[config.mk]
export PLATFORM = sky130hd
export DESIGN_NAME = tdfc_top
export DESIGN_NICKNAME = d
export VERILOG_FILES = /design/src/design/tdfc_pkg.sv /design/src/design/tdfc_top.sv
export VERILOG_INCLUDE_DIRS = /design/src /design/src/design
export SDC_FILE = /design/constraint.sdc
export NUM_CORES = 2
export LEC_CHECK = 0
export BUFFER_PORTS_ARGS = -buffer_cell sky130_fd_sc_hd__buf_2
export CAP_MARGIN = 15
export CORE_MARGIN = 5
export CORE_UTILIZATION = 55
export DETAILED_ROUTE_END_ITERATION = 8
export PLACE_DENSITY = 0.71
export SLEW_MARGIN = 20
export SYNTH_ARGS = -nofsm -noshare
export SYNTH_HDL_FRONTEND = slang
export SYNTH_SLANG_ARGS = --single-unit
export TNS_END_PERCENT = 1
[constraint.sdc]
create_clock -name mclk_i -period 7.1 [get_ports mclk_i]
set_clock_uncertainty 0.1 [all_clocks]
set_input_delay 0.355 -clock mclk_i [delete_from_list [all_inputs] [get_ports mclk_i]]
set_output_delay 0.355 -clock mclk_i [all_outputs]
set_load 0.03 [all_outputs]
[src/design/tdfc_cfg.svh]
// Constants for the transceiver data buffer controller
`ifndef TDFC_CFG_SVH
`define TDFC_CFG_SVH
`define TDFC_DEPTH 128
`define TDFC_PTR_W 7
`define TDFC_CNT_W 8
`define TDFC_FIFO_ADDR 8'hFF
`define TDFC_AF_TX_OFFSET 8'h02
`define TDFC_PN9_SEED 9'h1FF
`define TDFC_STAT_FULL_BIT 9
`define TDFC_STAT_EMPTY_BIT 8
`define TDFC_CMD_PREFIX 8'h80
`define TDFC_CMD_ABORT 8'h67
`define TDFC_CMD_FLUSH_RX 8'h71
`define TDFC_CMD_FLUSH_TX 8'h72
`endif

[src/design/tdfc_pkg.sv]
// Types for the transceiver data buffer controller
package tdfc_pkg;
  typedef enum logic [1:0] {
    TDFC_SRC_FIFO = 2'h0,
    TDFC_SRC_GPIO = 2'h1,
    TDFC_SRC_PN9 = 2'h2
  } tdfc_src_t;
  typedef enum logic [2:0] {
    TDFC_TX_IDLE = 3'h1,
    TDFC_TX_SEND = 3'h2,
    TDFC_TX_DONE = 3'h4
  } tdfc_txst_t;
endpackage

[src/design/tdfc_top.sv]
// Transmit and receive data buffers with thresholds, errors and sources
`timescale 1ns/1ps
`include "tdfc_cfg.svh"

// Function
// - Separate 128-byte transmit and receive buffers.
// - Bus accesses at 0xFF: reads pop receive, writes push transmit.
// - Transmit almost-full flag when free space reaches programmed value minus 2.
// - Transmit almost-empty flag when remaining data reaches low threshold.
// - Receive almost-full flag when free space reaches threshold in bytes.
// - Receive almost-empty flag when remaining data reaches low threshold.
// - Select bit routes receive thresholds when 1, transmit when 0.
// - Overflow and underflow detected per buffer, each raises an error flag.
// - On transmit underflow the last stored byte repeats.
// - Retransmit last packet while retries remain and no new load.
// - Retransmission valid only for packets within 128 bytes.
// - Flush commands empty the respective buffer.
// - Full and empty status on bits 9:8, full if either buffer is full, empty only if both are empty.
// - Sleep keeps buffers only when retentive sleep selected.
// - Buffer mode sends stored bytes unprocessed.
// - GPIO mode outputs data clock, samples input on its rising edge.
// - Test mode sends internal pseudo-random sequence.
// - Buffer receive mode writes incoming bytes continuously.
module tdfc_top (
  // Clock and reset
  input wire logic mclk_i,
  input wire logic rst_b_i,
  // Host byte port
  input wire logic host_wr_i,
  input wire logic host_rd_i,
  input wire logic [7:0] host_addr_i,
  input wire logic [7:0] host_wdata_i,
  output logic [7:0] host_rdata_o,
  output logic host_rvalid_o,
  input wire logic host_cmd_i,
  input wire logic [7:0] host_cmd_code_i,
  // Configuration
  input wire logic [7:0] tx_free_space_threshold_i,
  input wire logic [7:0] tx_low_level_threshold_i,
  input wire logic [7:0] rx_free_space_threshold_i,
  input wire logic [7:0] rx_low_level_threshold_i,
  input wire logic threshold_irq_select_i,
  input wire logic [3:0] max_retransmissions_i,
  input wire logic [1:0] tx_source_i,
  input wire logic sleep_i,
  input wire logic sleep_retain_i,
  // Radio side
  input wire logic tx_start_i,
  input wire logic [7:0] tx_len_i,
  input wire logic rx_valid_i,
  input wire logic [7:0] rx_data_i,
  input wire logic gpio_data_i,
  input wire logic link_clk_i,
  output logic tx_valid_o,
  output logic [7:0] tx_data_o,
  input wire logic tx_ready_i,
  output logic tx_busy_o,
  output logic data_clk_o,
  // Status and events
  output logic [9:8] controller_state_register_o,
  output logic thr_full_o,
  output logic thr_empty_o,
  output logic tx_ovf_o,
  output logic tx_unf_o,
  output logic rx_ovf_o,
  output logic rx_unf_o
);
  // ----------------------------------------
  // Storage
  // ----------------------------------------
  logic [7:0] tx_mem [0:`TDFC_DEPTH-1];
  logic [7:0] rx_mem [0:`TDFC_DEPTH-1];
  logic [`TDFC_PTR_W-1:0] tx_wp, tx_rp, rx_wp, rx_rp, tx_pkt;
  logic [`TDFC_CNT_W-1:0] tx_cnt, rx_cnt, tx_sent;
  logic [`TDFC_PTR_W-1:0] next_tx_wp, next_tx_rp, next_rx_wp, next_rx_rp;
  logic [`TDFC_PTR_W-1:0] next_tx_pkt;
  logic [`TDFC_CNT_W-1:0] next_tx_cnt, next_rx_cnt, next_tx_sent;
  logic [7:0] last_byte, next_last_byte;
  logic [3:0] retx, next_retx;
  logic new_load, next_new_load;
  logic prefix_seen, next_prefix_seen;
  tdfc_pkg::tdfc_txst_t st, next_st;
  // Two-entry output buffer
  logic [7:0] ob_d0, ob_d1, next_ob_d0, next_ob_d1;
  logic [1:0] ob_n, next_ob_n;
  // Link sync and pattern
  logic lk_s0, lk_s1, lk_s2, gd_s0, gd_s1;
  logic [8:0] pn9, next_pn9;
  logic [7:0] sh, next_sh;
  logic [2:0] bitc, next_bitc;
  logic [7:0] rdata, next_rdata;
  logic rval, next_rval;
  logic tfull, tempty, rfull, rempty;
  logic [8:0] flags, next_flags;
  logic [`TDFC_CNT_W-1:0] tx_free, rx_free, p_txc, p_rxc;

  // ----------------------------------------
  // Decode
  // ----------------------------------------
  logic fifo_hit, do_wr, do_rd, cmd_abort, flush_tx, flush_rx, lose;
  logic src_push, src_pop, ob_in_rdy, ob_pop;
  logic [7:0] src_byte;
  assign fifo_hit = host_addr_i == `TDFC_FIFO_ADDR;
  assign do_wr = host_wr_i && fifo_hit;
  assign do_rd = host_rd_i && fifo_hit;
  assign cmd_abort = host_cmd_i && prefix_seen &&
                     host_cmd_code_i == `TDFC_CMD_ABORT;
  // Non-retentive sleep drops both buffers
  assign lose = sleep_i && !sleep_retain_i;
  assign flush_tx = (host_cmd_i && prefix_seen &&
                     host_cmd_code_i == `TDFC_CMD_FLUSH_TX) || lose;
  assign flush_rx = (host_cmd_i && prefix_seen &&
                     host_cmd_code_i == `TDFC_CMD_FLUSH_RX) || lose;
  assign tfull = tx_cnt == 8'(`TDFC_DEPTH);
  assign tempty = tx_cnt == 8'h00;
  assign rfull = rx_cnt == 8'(`TDFC_DEPTH);
  assign rempty = rx_cnt == 8'h00;
  assign tx_free = 8'(`TDFC_DEPTH) - tx_cnt;
  assign rx_free = 8'(`TDFC_DEPTH) - rx_cnt;
  assign ob_in_rdy = ob_n != 2'h2;
  assign ob_pop = ob_n != 2'h0 && tx_ready_i;
  // Link edge found by sampling; clock period must exceed 4 mclk
  logic lk_rise;
  assign lk_rise = lk_s1 && !lk_s2;

  // ----------------------------------------
  // Buffer control
  // ----------------------------------------
  always_comb begin
    next_tx_wp = tx_wp;
    next_tx_rp = tx_rp;
    next_rx_wp = rx_wp;
    next_rx_rp = rx_rp;
    next_tx_cnt = tx_cnt;
    next_rx_cnt = rx_cnt;
    next_tx_sent = tx_sent;
    next_tx_pkt = tx_pkt;
    next_last_byte = last_byte;
    next_retx = retx;
    next_new_load = new_load;
    next_st = st;
    next_rdata = rdata;
    next_rval = do_rd;
    next_prefix_seen = host_cmd_i ? host_cmd_code_i == `TDFC_CMD_PREFIX
                                  : prefix_seen;
    next_flags[3:0] = 4'h0;
    src_pop = 1'b0;
    if (do_wr) begin
      next_tx_wp = tx_wp + 7'h01;
      next_new_load = 1'b1;
      next_last_byte = host_wdata_i;
      if (tfull) begin
        next_flags[0] = 1'b1;
      end else begin
        next_tx_cnt = next_tx_cnt + 8'h01;
      end
    end
    if (do_rd) begin
      next_rdata = rx_mem[rx_rp];
      if (rempty) begin
        next_flags[3] = 1'b1;
      end else begin
        next_rx_rp = rx_rp + 7'h01;
        next_rx_cnt = next_rx_cnt - 8'h01;
      end
    end
    if (rx_valid_i) begin
      if (rfull) begin
        next_flags[2] = 1'b1;
      end else begin
        next_rx_wp = rx_wp + 7'h01;
        next_rx_cnt = next_rx_cnt + 8'h01;
      end
    end
    case (st)
      tdfc_pkg::TDFC_TX_IDLE: begin
        if (tx_start_i) begin
          next_st = tdfc_pkg::TDFC_TX_SEND;
          next_tx_sent = 8'h00;
          next_tx_pkt = tx_rp;
          // A write in the start cycle still counts as a new load
          next_new_load = do_wr;
          next_retx = max_retransmissions_i;
        end
      end
      tdfc_pkg::TDFC_TX_SEND: begin
        if (tx_sent == tx_len_i) begin
          next_st = tdfc_pkg::TDFC_TX_DONE;
        end else if (tx_source_i == 2'(tdfc_pkg::TDFC_SRC_FIFO) &&
                     ob_in_rdy) begin
          src_pop = 1'b1;
          next_tx_sent = tx_sent + 8'h01;
          if (tempty) begin
            next_flags[1] = 1'b1;
          end else begin
            next_tx_rp = tx_rp + 7'h01;
            next_tx_cnt = next_tx_cnt - 8'h01;
          end
        end else if (tx_source_i != 2'(tdfc_pkg::TDFC_SRC_FIFO) &&
                     src_push) begin
          next_tx_sent = tx_sent + 8'h01;
        end
      end
      tdfc_pkg::TDFC_TX_DONE: begin
        // Rewind onto the same bytes; needs packet within the buffer
        if (retx != 4'h0 && !new_load &&
            tx_len_i <= 8'(`TDFC_DEPTH)) begin
          next_retx = retx - 4'h1;
          next_tx_rp = tx_pkt;
          next_tx_cnt = next_tx_cnt + tx_len_i;
          next_tx_sent = 8'h00;
          next_st = tdfc_pkg::TDFC_TX_SEND;
        end else begin
          next_st = tdfc_pkg::TDFC_TX_IDLE;
        end
      end
      default: next_st = tdfc_pkg::TDFC_TX_IDLE;
    endcase
    if (cmd_abort) begin
      next_st = tdfc_pkg::TDFC_TX_IDLE;
    end
    if (flush_tx) begin
      next_tx_wp = 7'h00;
      next_tx_rp = 7'h00;
      next_tx_cnt = 8'h00;
    end
    if (flush_rx) begin
      next_rx_wp = 7'h00;
      next_rx_rp = 7'h00;
      next_rx_cnt = 8'h00;
    end
  end

  // Source byte: buffer, repeated last byte, or serial shifters
  always_comb begin
    src_byte = tempty ? last_byte : tx_mem[tx_rp];
    src_push = src_pop;
    next_sh = sh;
    next_bitc = bitc;
    next_pn9 = pn9;
    if (st == tdfc_pkg::TDFC_TX_SEND &&
        tx_source_i == 2'(tdfc_pkg::TDFC_SRC_GPIO) && lk_rise) begin
      next_sh = {sh[6:0], gd_s1};
      next_bitc = bitc + 3'h1;
      src_push = bitc == 3'h7 && ob_in_rdy;
      src_byte = {sh[6:0], gd_s1};
    end
    if (st == tdfc_pkg::TDFC_TX_SEND &&
        tx_source_i == 2'(tdfc_pkg::TDFC_SRC_PN9) && ob_in_rdy) begin
      next_pn9 = {pn9[7:0], pn9[8] ^ pn9[4]};
      src_push = 1'b1;
      src_byte = pn9[7:0];
    end
  end

  // Output buffer; receiver stall holds the buffer and pattern sources, GPIO bytes arriving in a stall are dropped
  always_comb begin
    next_ob_d0 = ob_d0;
    next_ob_d1 = ob_d1;
    next_ob_n = ob_n;
    if (ob_pop) begin
      next_ob_d0 = ob_d1;
      next_ob_n = ob_n - 2'h1;
    end
    if (src_push) begin
      if (next_ob_n == 2'h0) begin
        next_ob_d0 = src_byte;
      end else begin
        next_ob_d1 = src_byte;
      end
      next_ob_n = next_ob_n + 2'h1;
    end
  end

  // Threshold events on level change, once per reach
  always_comb begin
    next_flags[8:4] = 5'h00;
    next_flags[4] = tx_free != p_txc + 8'h00 && tx_free ==
                    tx_free_space_threshold_i - `TDFC_AF_TX_OFFSET;
    next_flags[5] = tx_cnt != 8'(`TDFC_DEPTH) - p_txc &&
                    tx_cnt == tx_low_level_threshold_i;
    next_flags[6] = rx_free != p_rxc &&
                    rx_free == rx_free_space_threshold_i;
    next_flags[7] = rx_cnt != 8'(`TDFC_DEPTH) - p_rxc &&
                    rx_cnt == rx_low_level_threshold_i;
  end

  // ----------------------------------------
  // Registers
  // ----------------------------------------
  always_ff @(posedge mclk_i) begin
    if (do_wr) begin
      tx_mem[tx_wp] <= host_wdata_i;
    end
    if (rx_valid_i && !rfull) begin
      rx_mem[rx_wp] <= rx_data_i;
    end
  end

  always_ff @(posedge mclk_i or negedge rst_b_i) begin
    if (!rst_b_i) begin
      tx_wp <= 7'h00;
      tx_rp <= 7'h00;
      rx_wp <= 7'h00;
      rx_rp <= 7'h00;
      tx_pkt <= 7'h00;
      tx_cnt <= 8'h00;
      rx_cnt <= 8'h00;
      tx_sent <= 8'h00;
      p_txc <= 8'(`TDFC_DEPTH);
      p_rxc <= 8'(`TDFC_DEPTH);
      last_byte <= 8'h00;
      retx <= 4'h0;
      new_load <= 1'b0;
      prefix_seen <= 1'b0;
      st <= tdfc_pkg::TDFC_TX_IDLE;
      ob_d0 <= 8'h00;
      ob_d1 <= 8'h00;
      ob_n <= 2'h0;
      lk_s0 <= 1'b0;
      lk_s1 <= 1'b0;
      lk_s2 <= 1'b0;
      gd_s0 <= 1'b0;
      gd_s1 <= 1'b0;
      pn9 <= `TDFC_PN9_SEED;
      sh <= 8'h00;
      bitc <= 3'h0;
      rdata <= 8'h00;
      rval <= 1'b0;
      flags <= 9'h000;
      tx_valid_o <= 1'b0;
      tx_data_o <= 8'h00;
      tx_busy_o <= 1'b0;
      data_clk_o <= 1'b0;
      controller_state_register_o <= 2'h0;
      host_rdata_o <= 8'h00;
      host_rvalid_o <= 1'b0;
      thr_full_o <= 1'b0;
      thr_empty_o <= 1'b0;
      tx_ovf_o <= 1'b0;
      tx_unf_o <= 1'b0;
      rx_ovf_o <= 1'b0;
      rx_unf_o <= 1'b0;
    end else begin
      tx_wp <= next_tx_wp;
      tx_rp <= next_tx_rp;
      rx_wp <= next_rx_wp;
      rx_rp <= next_rx_rp;
      tx_pkt <= next_tx_pkt;
      tx_cnt <= next_tx_cnt;
      rx_cnt <= next_rx_cnt;
      tx_sent <= next_tx_sent;
      p_txc <= tx_free;
      p_rxc <= rx_free;
      last_byte <= next_last_byte;
      retx <= next_retx;
      new_load <= next_new_load;
      prefix_seen <= next_prefix_seen;
      st <= next_st;
      ob_d0 <= next_ob_d0;
      ob_d1 <= next_ob_d1;
      ob_n <= next_ob_n;
      lk_s0 <= link_clk_i;
      lk_s1 <= lk_s0;
      lk_s2 <= lk_s1;
      gd_s0 <= gpio_data_i;
      gd_s1 <= gd_s0;
      pn9 <= next_pn9;
      sh <= next_sh;
      bitc <= next_bitc;
      rdata <= next_rdata;
      rval <= next_rval;
      flags <= next_flags;
      tx_valid_o <= next_ob_n != 2'h0;
      tx_data_o <= next_ob_d0;
      tx_busy_o <= next_st != tdfc_pkg::TDFC_TX_IDLE;
      data_clk_o <= lk_s1;
      controller_state_register_o <= {tfull | rfull, tempty & rempty};
      host_rdata_o <= rdata;
      host_rvalid_o <= rval;
      // Full pulse with the matching status edge; empty pulse from level events only
      thr_full_o <= threshold_irq_select_i ?
                    (flags[6] | (rfull & ~controller_state_register_o[9])) :
                    (flags[4] | (tfull & ~controller_state_register_o[9]));
      thr_empty_o <= threshold_irq_select_i ? flags[7] : flags[5];
      tx_ovf_o <= flags[0];
      tx_unf_o <= flags[1];
      rx_ovf_o <= flags[2];
      rx_unf_o <= flags[3];
    end
  end
endmodule

Word-level counts from Yosys, hierarchy flattened. Memories as Yosys holds them, arrays and structs flattened. A register that Yosys moved wholly into a read port is not among the register bits. Cells that the tools add are included.

$add $sub $neg: 19. Magnitude comparators: 1. Equality and inequality tests: 34. Multiplexer cells: 73. Bitwise logic cells: 9. Reduce and logical (&&, ||, !) cells: 51.

Operators by type and width (count): 8-bit two-way mux (23); 7-bit two-way mux (13); 8-bit equality test (5); 8-bit equality test, second input constant (4); 8-bit != test (4); 8-bit subtractor, first input constant (4); 7-bit by 1-bit adder with 7-bit output, second input constant (4); 8-bit by 1-bit adder with 8-bit output, second input constant (3); 8-bit by 7-bit equality test with 1-bit output, second input constant (3); 1-bit two-way mux (24); 8-bit one-hot mux with 3 select lines (1); 1-bit logical AND (23); 8-bit logical NOT (2); 8-bit one-hot mux with 2 select lines (1); 8-bit by 1-bit subtractor with 8-bit output, second input constant (2); 3-bit != test, second input constant (5); 7-bit one-hot mux with 2 select lines (1); 2-bit nonzero test (7); 5-bit AND reduction (2); 3-bit two-way mux (3); 3-bit one-hot mux with 3 select lines (1); 8-bit adder (1); 8-bit less-or-equal comparator, second input constant (1); 4-bit two-way mux (2); other kinds (26) (48).

Register bits after elaboration: 162. RAM bits: 2048. Input bits: 91. Output and inout bits: 28. Logic and storage cells: 228. Memories kept: 2.

Memories: rx_mem (depth 128, bits a word 8, rd ports 1, clocked after memory_dff 1, wr ports 1, line tdfc_top.sv:72) `` logic [7:0] rx_mem [0:`TDFC_DEPTH-1]; ``; tx_mem (depth 128, bits a word 8, rd ports 1, clocked after memory_dff 0, wr ports 1, line tdfc_top.sv:71) `` logic [7:0] tx_mem [0:`TDFC_DEPTH-1]; ``.

Longest topological paths before layout.
Depth after elaboration: 12. Mapped depth: 17. Mapped depth without buffers: 16.

Worst setup path after synthesis. OpenSTA, ideal clock, no wires.

Kind: register -> register. Start point: reg tx_cnt[0]. End point: reg tx_cnt[7]. Setup time: 0.128 ns. Data arrival time: 3.143 ns. Data required time: 6.872 ns. Slack: 3.730 ns. Cell stages (with the launch flop): 15. Path buffers: 1. Period minus slack after synthesis: 3.370 ns. Cell sequence: dfrtp_1 > buf_2 > inv_1 > ha_1 > nand4b_1 > nand2_1 > mux2_2 > ha_1 > a21o_1 > a21oi_1 > o21ai_0 > o41ai_1 > xnor2_1 > a21oi_1 > mux2_1.

Longest elaborated chain between the ends: 9. Elaborated cells between the ends (all ways): 13. Those cells by class: 3 x add/sub; 1 x eq/ne; 8 x mux; 1 x reduce/logical.

Ends and longest elaborated chain: from (decl) (line tdfc_top.sv:74) `` logic [`TDFC_CNT_W-1:0] tx_cnt, rx_cnt, tx_sent; ``; from (signal assigned) (line tdfc_top.sv:350) `tx_cnt <= next_tx_cnt;`; 8-bit by 1-bit adder with 8-bit output / 8-bit equality test (equally long branches) (line tdfc_top.sv:155, tdfc_top.sv:114); 8-bit two-way mux (line tdfc_top.sv:152) `if (tfull) begin`; 8-bit two-way mux (line tdfc_top.sv:148) `if (do_wr) begin`; 8-bit by 1-bit subtractor with 8-bit output (line tdfc_top.sv:197) `next_tx_cnt = next_tx_cnt - 8'h01;`; 8-bit two-way mux (line tdfc_top.sv:193) `if (tempty) begin`; 8-bit two-way mux (line tdfc_top.sv:189) `end else if (tx_source_i == 2'(tdfc_pkg::TDFC_SRC_FIFO) &&`; 8-bit two-way mux (line tdfc_top.sv:187) `if (tx_sent == tx_len_i) begin`; 8-bit one-hot mux with 2 select lines (*) (line tdfc_top.sv:175) `case (st)`; 8-bit two-way mux (*) (line tdfc_top.sv:222) `if (flush_tx) begin`; via next_tx_cnt[7] (line tdfc_top.sv:77) `` logic [`TDFC_CNT_W-1:0] next_tx_cnt, next_rx_cnt, next_tx_sent; ``.

Mark *: on every way through the listed nets, which the timed path passes. The rest lies on a longest branch. A chain may end at the register's enable or synchronous reset.

==> flow_summary.ini <==
[pwr]
power.leakage_nw = 30.94
intPower_mw = 20.84
p_comb_share_pct = 4.5
pwr_density_cell_mw_per_mm2 = 270.3
p_sw_share_pct = 21.52
power_mw = 26.55
seqPwrFrac_pct = 55.0
irDropWorstVdd_uv = 292.6
clock_power_share_pct = 40.5
p_sw_mw = 5.714

[placed_design]
gp_congestion = 0.8601
port-buffer-count = 118
dp_cells = 6750
place_hpwl_mm = 125.0

[sta]
timing.fmax_mhz = 231.6
grt_setup_unrepaired = no
max_slew_margin_pct = 23.00
slew_violations = 0
max_slew.worst_pin.slew_ps = 1151
finalHoldViolations = 0
period_needed_ps = 4318
min_period_over_period_pct = 60.82
setup_tns_ps = 0
finalSetupViolCount = 0

[finish]
layout-drive-gt1-share_pct = 21.63
mostFrequentLayoutCells = 2048 x edfxtp_1, 477 x mux4_2, 389 x nor2_1, 210 x clkbuf_16, 187 x nand2_1
final_cells = 7177
final_common_cell = edfxtp_1
num-fill-cells = 11160
syn_to_final_growth_pct = 10.93
fin_nets = 4963
post-route-util_pct = 61.23

[detailed_routing]
ant_nets = 0
via_per_inst = 6.382
drtIter0Drc = 5447
finalWirelength_mm = 210.3
wl_per_cell_um = 29.31
drc = 0
firstDrtPassIters = 6
vias = 45800

[setup_path]
r2r_slack_ps = 2780
worstPathMaxFanout = 55
r2r_start = rx_rp[1]
end_kind = flip-flop
cp-start-kind = flip-flop
required_ps = 7690
crit_type = reg2reg
cp.arrival_ps = 4910
crit_start = rx_rp[1]

[grt]
grt_pass1_wl_mm = 310.2
grt_overflow = 0
first_global_vias = 46030
grt_max_degree = 129
antenna_found_initial = 3
grt_use_total_pct = 24.90

[logic_synthesis]
synth.area.top_cells = edfxtp_1 69%, mux4_2 12%, dfrtp_1 4.5%
synth_compound_area_share_pct = 4.238
syn-cell-area_mm2 = 0.08853
ys_warn_count = 0
yosysTopAreaCell = edfxtp_1
async_flop_share_pct = 7.665
syn_inst = 4666
synth_seq_cells = 2218
ys_seq_area_share_pct = 74.28
ys.flop_type = edfxtp_1
synth_top_area_share_pct = 69.46
synth_fp_nets = 4784
synth-simple-area-share_pct = 4.365
synth-edff-count = 2048
synth_cell_types = 91
yosys-mux-area-fraction_pct = 13.67
synth_top_family_by_area = multiplexers
synthAdderAreaFrac_pct = 0.3901
yosys.area_share.xor_xnor_pct = 1.375
avgSynthCellArea_um2 = 18.97

[floorplan]
die_area_mm2 = 0.1691
coreArea_mm2 = 0.1604
die_x_um = 411.2
placementRows = 147
initial_core_util_pct = 55.20
ios = 119
die_h_um = 411.2

[clock_tree]
cts_tree = yes
cts_setup_buffers = 0
cts_resized = 0
cts.clk_slew.worst_paths_ps = 70
clock_latency_ps = 820
cts_root_buffer = clkbuf_16
cts_made_buffers = 206
htree_levels = 4
clockBufferDepth = 3
clock_sinks = 2218

[run]
maxCapViolCount = 0

[min_path]
hold_path.startpoint = rx_data_i[0]
hp-class = in2reg

[outcome]
status = finished, final reports clean
==> Yosys cell counts, types with 44 or more instances <==
library cell,count
mux4_2,477
xor2_1,52
dfrtp_1,158
xnor2_1,87
nand3_1,56
edfxtp_1,2048
clkbuf_1,116
a221oi_1,44
a22oi_1,114
nand2_1,191
mux2i_1,50
o21ai_0,71
a21oi_1,89
nor2_1,392
buf_2,82
nor3_1,46
mux2_2,75
==> layer usage <==
layer	vias to the layer above	GRT usage (%)	share of wire [%]
li1	19280	-	-
met1	23860	34.92	39
met2	2250	40.03	49
met3	412	4.336	8.3
met4	0	9.003	3.8
met5	-	0	0
==> worst max-delay path, cell delays in order (launching register included) <==
cell and delay (ps):
dfrtp_4 1000, buf_4 620, buf_4 540, mux4_2 390, a22oi_1 290, a21oi_1 180
nor3_1 630, mux2_2 290, o21ai_1 60
==> path summary, 6_finish.rpt <==
kind | end | cells past startpoint
worst max register to register | rdata[4] | 8
worst max-delay path | rdata[4] | 8
min in group asynchronous | retx[0] | 2
worst min register to register | rx_unf_o | 0
max in group asynchronous | tx_rp[1] | 3
worst min-delay path | rx_mem[104][0] | 1
==> what timing repair did <==
action                                  CTS  global route
hold buffers                             47             0
endpoints found under the setup margin    0             0
hold endpoints to repair                611             0
==> power by group through the flow <==
stage	logic [mW]	registers, mW	clock network (mW)
floorplan	0.591	14.9	0
global placement	1.15	14.9	0
detailed placement	1.17	14.9	0
CTS	1.20	14.6	10.9
global route	1.30	14.6	11.4
finish	1.20	14.6	10.7
==> logic make-up after synthesis <==
logic type	Yosys count
XOR/XNOR	139
adder cells (fa/ha/maj)	27
multiplexers	603
AND/OR/NAND/NOR	849
buffers and inverters	299
flip-flops	2218
AO/OA/AOI/OAI	531
==> cell type report <==
| cell class | count | area, um2 | share of cell area [%] |
|---|---|---|---|
| sequential | 2218 | 65790 | 66.99 |
| multi-input combinational | 2149 | 21360 | 21.75 |
| clock buffer | 252 | 5453 | 5.552 |
| tap | 2160 | 2703 | 2.752 |
| timing repair buffer | 230 | 1702 | 1.733 |
| clock inverter | 127 | 1057 | 1.077 |
| inverter | 40 | 150.1 | 0.1529 |
| antenna | 1 | 2.502 | 0.002548 |
==> flip-flops by register name, summed over array words and instances (netlist names), 8 cells and up <==
name / cells
rx_mem: 1024
tx_mem: 1024
pn9: 9
flags: 8
host_rdata_o: 8
last_byte: 8
ob_d0: 8
ob_d1: 8
p_rxc: 8
p_txc: 8
rdata: 8
rx_cnt: 8
tx_cnt: 8
tx_sent: 8
==> through the flow <==
stage	hold WS, ps	worst slack (ps)	cell area [um2]
after floorplan	-40.59	3730	88530
after global placement	233.1	2754	91220
after detailed placement	234.7	2748	91230
after CTS	6.651	2727	98210
after global routing	47.00	2513	98210
final	51.01	2782	98210
No activity file was read; power rests on OpenSTA's default activity.
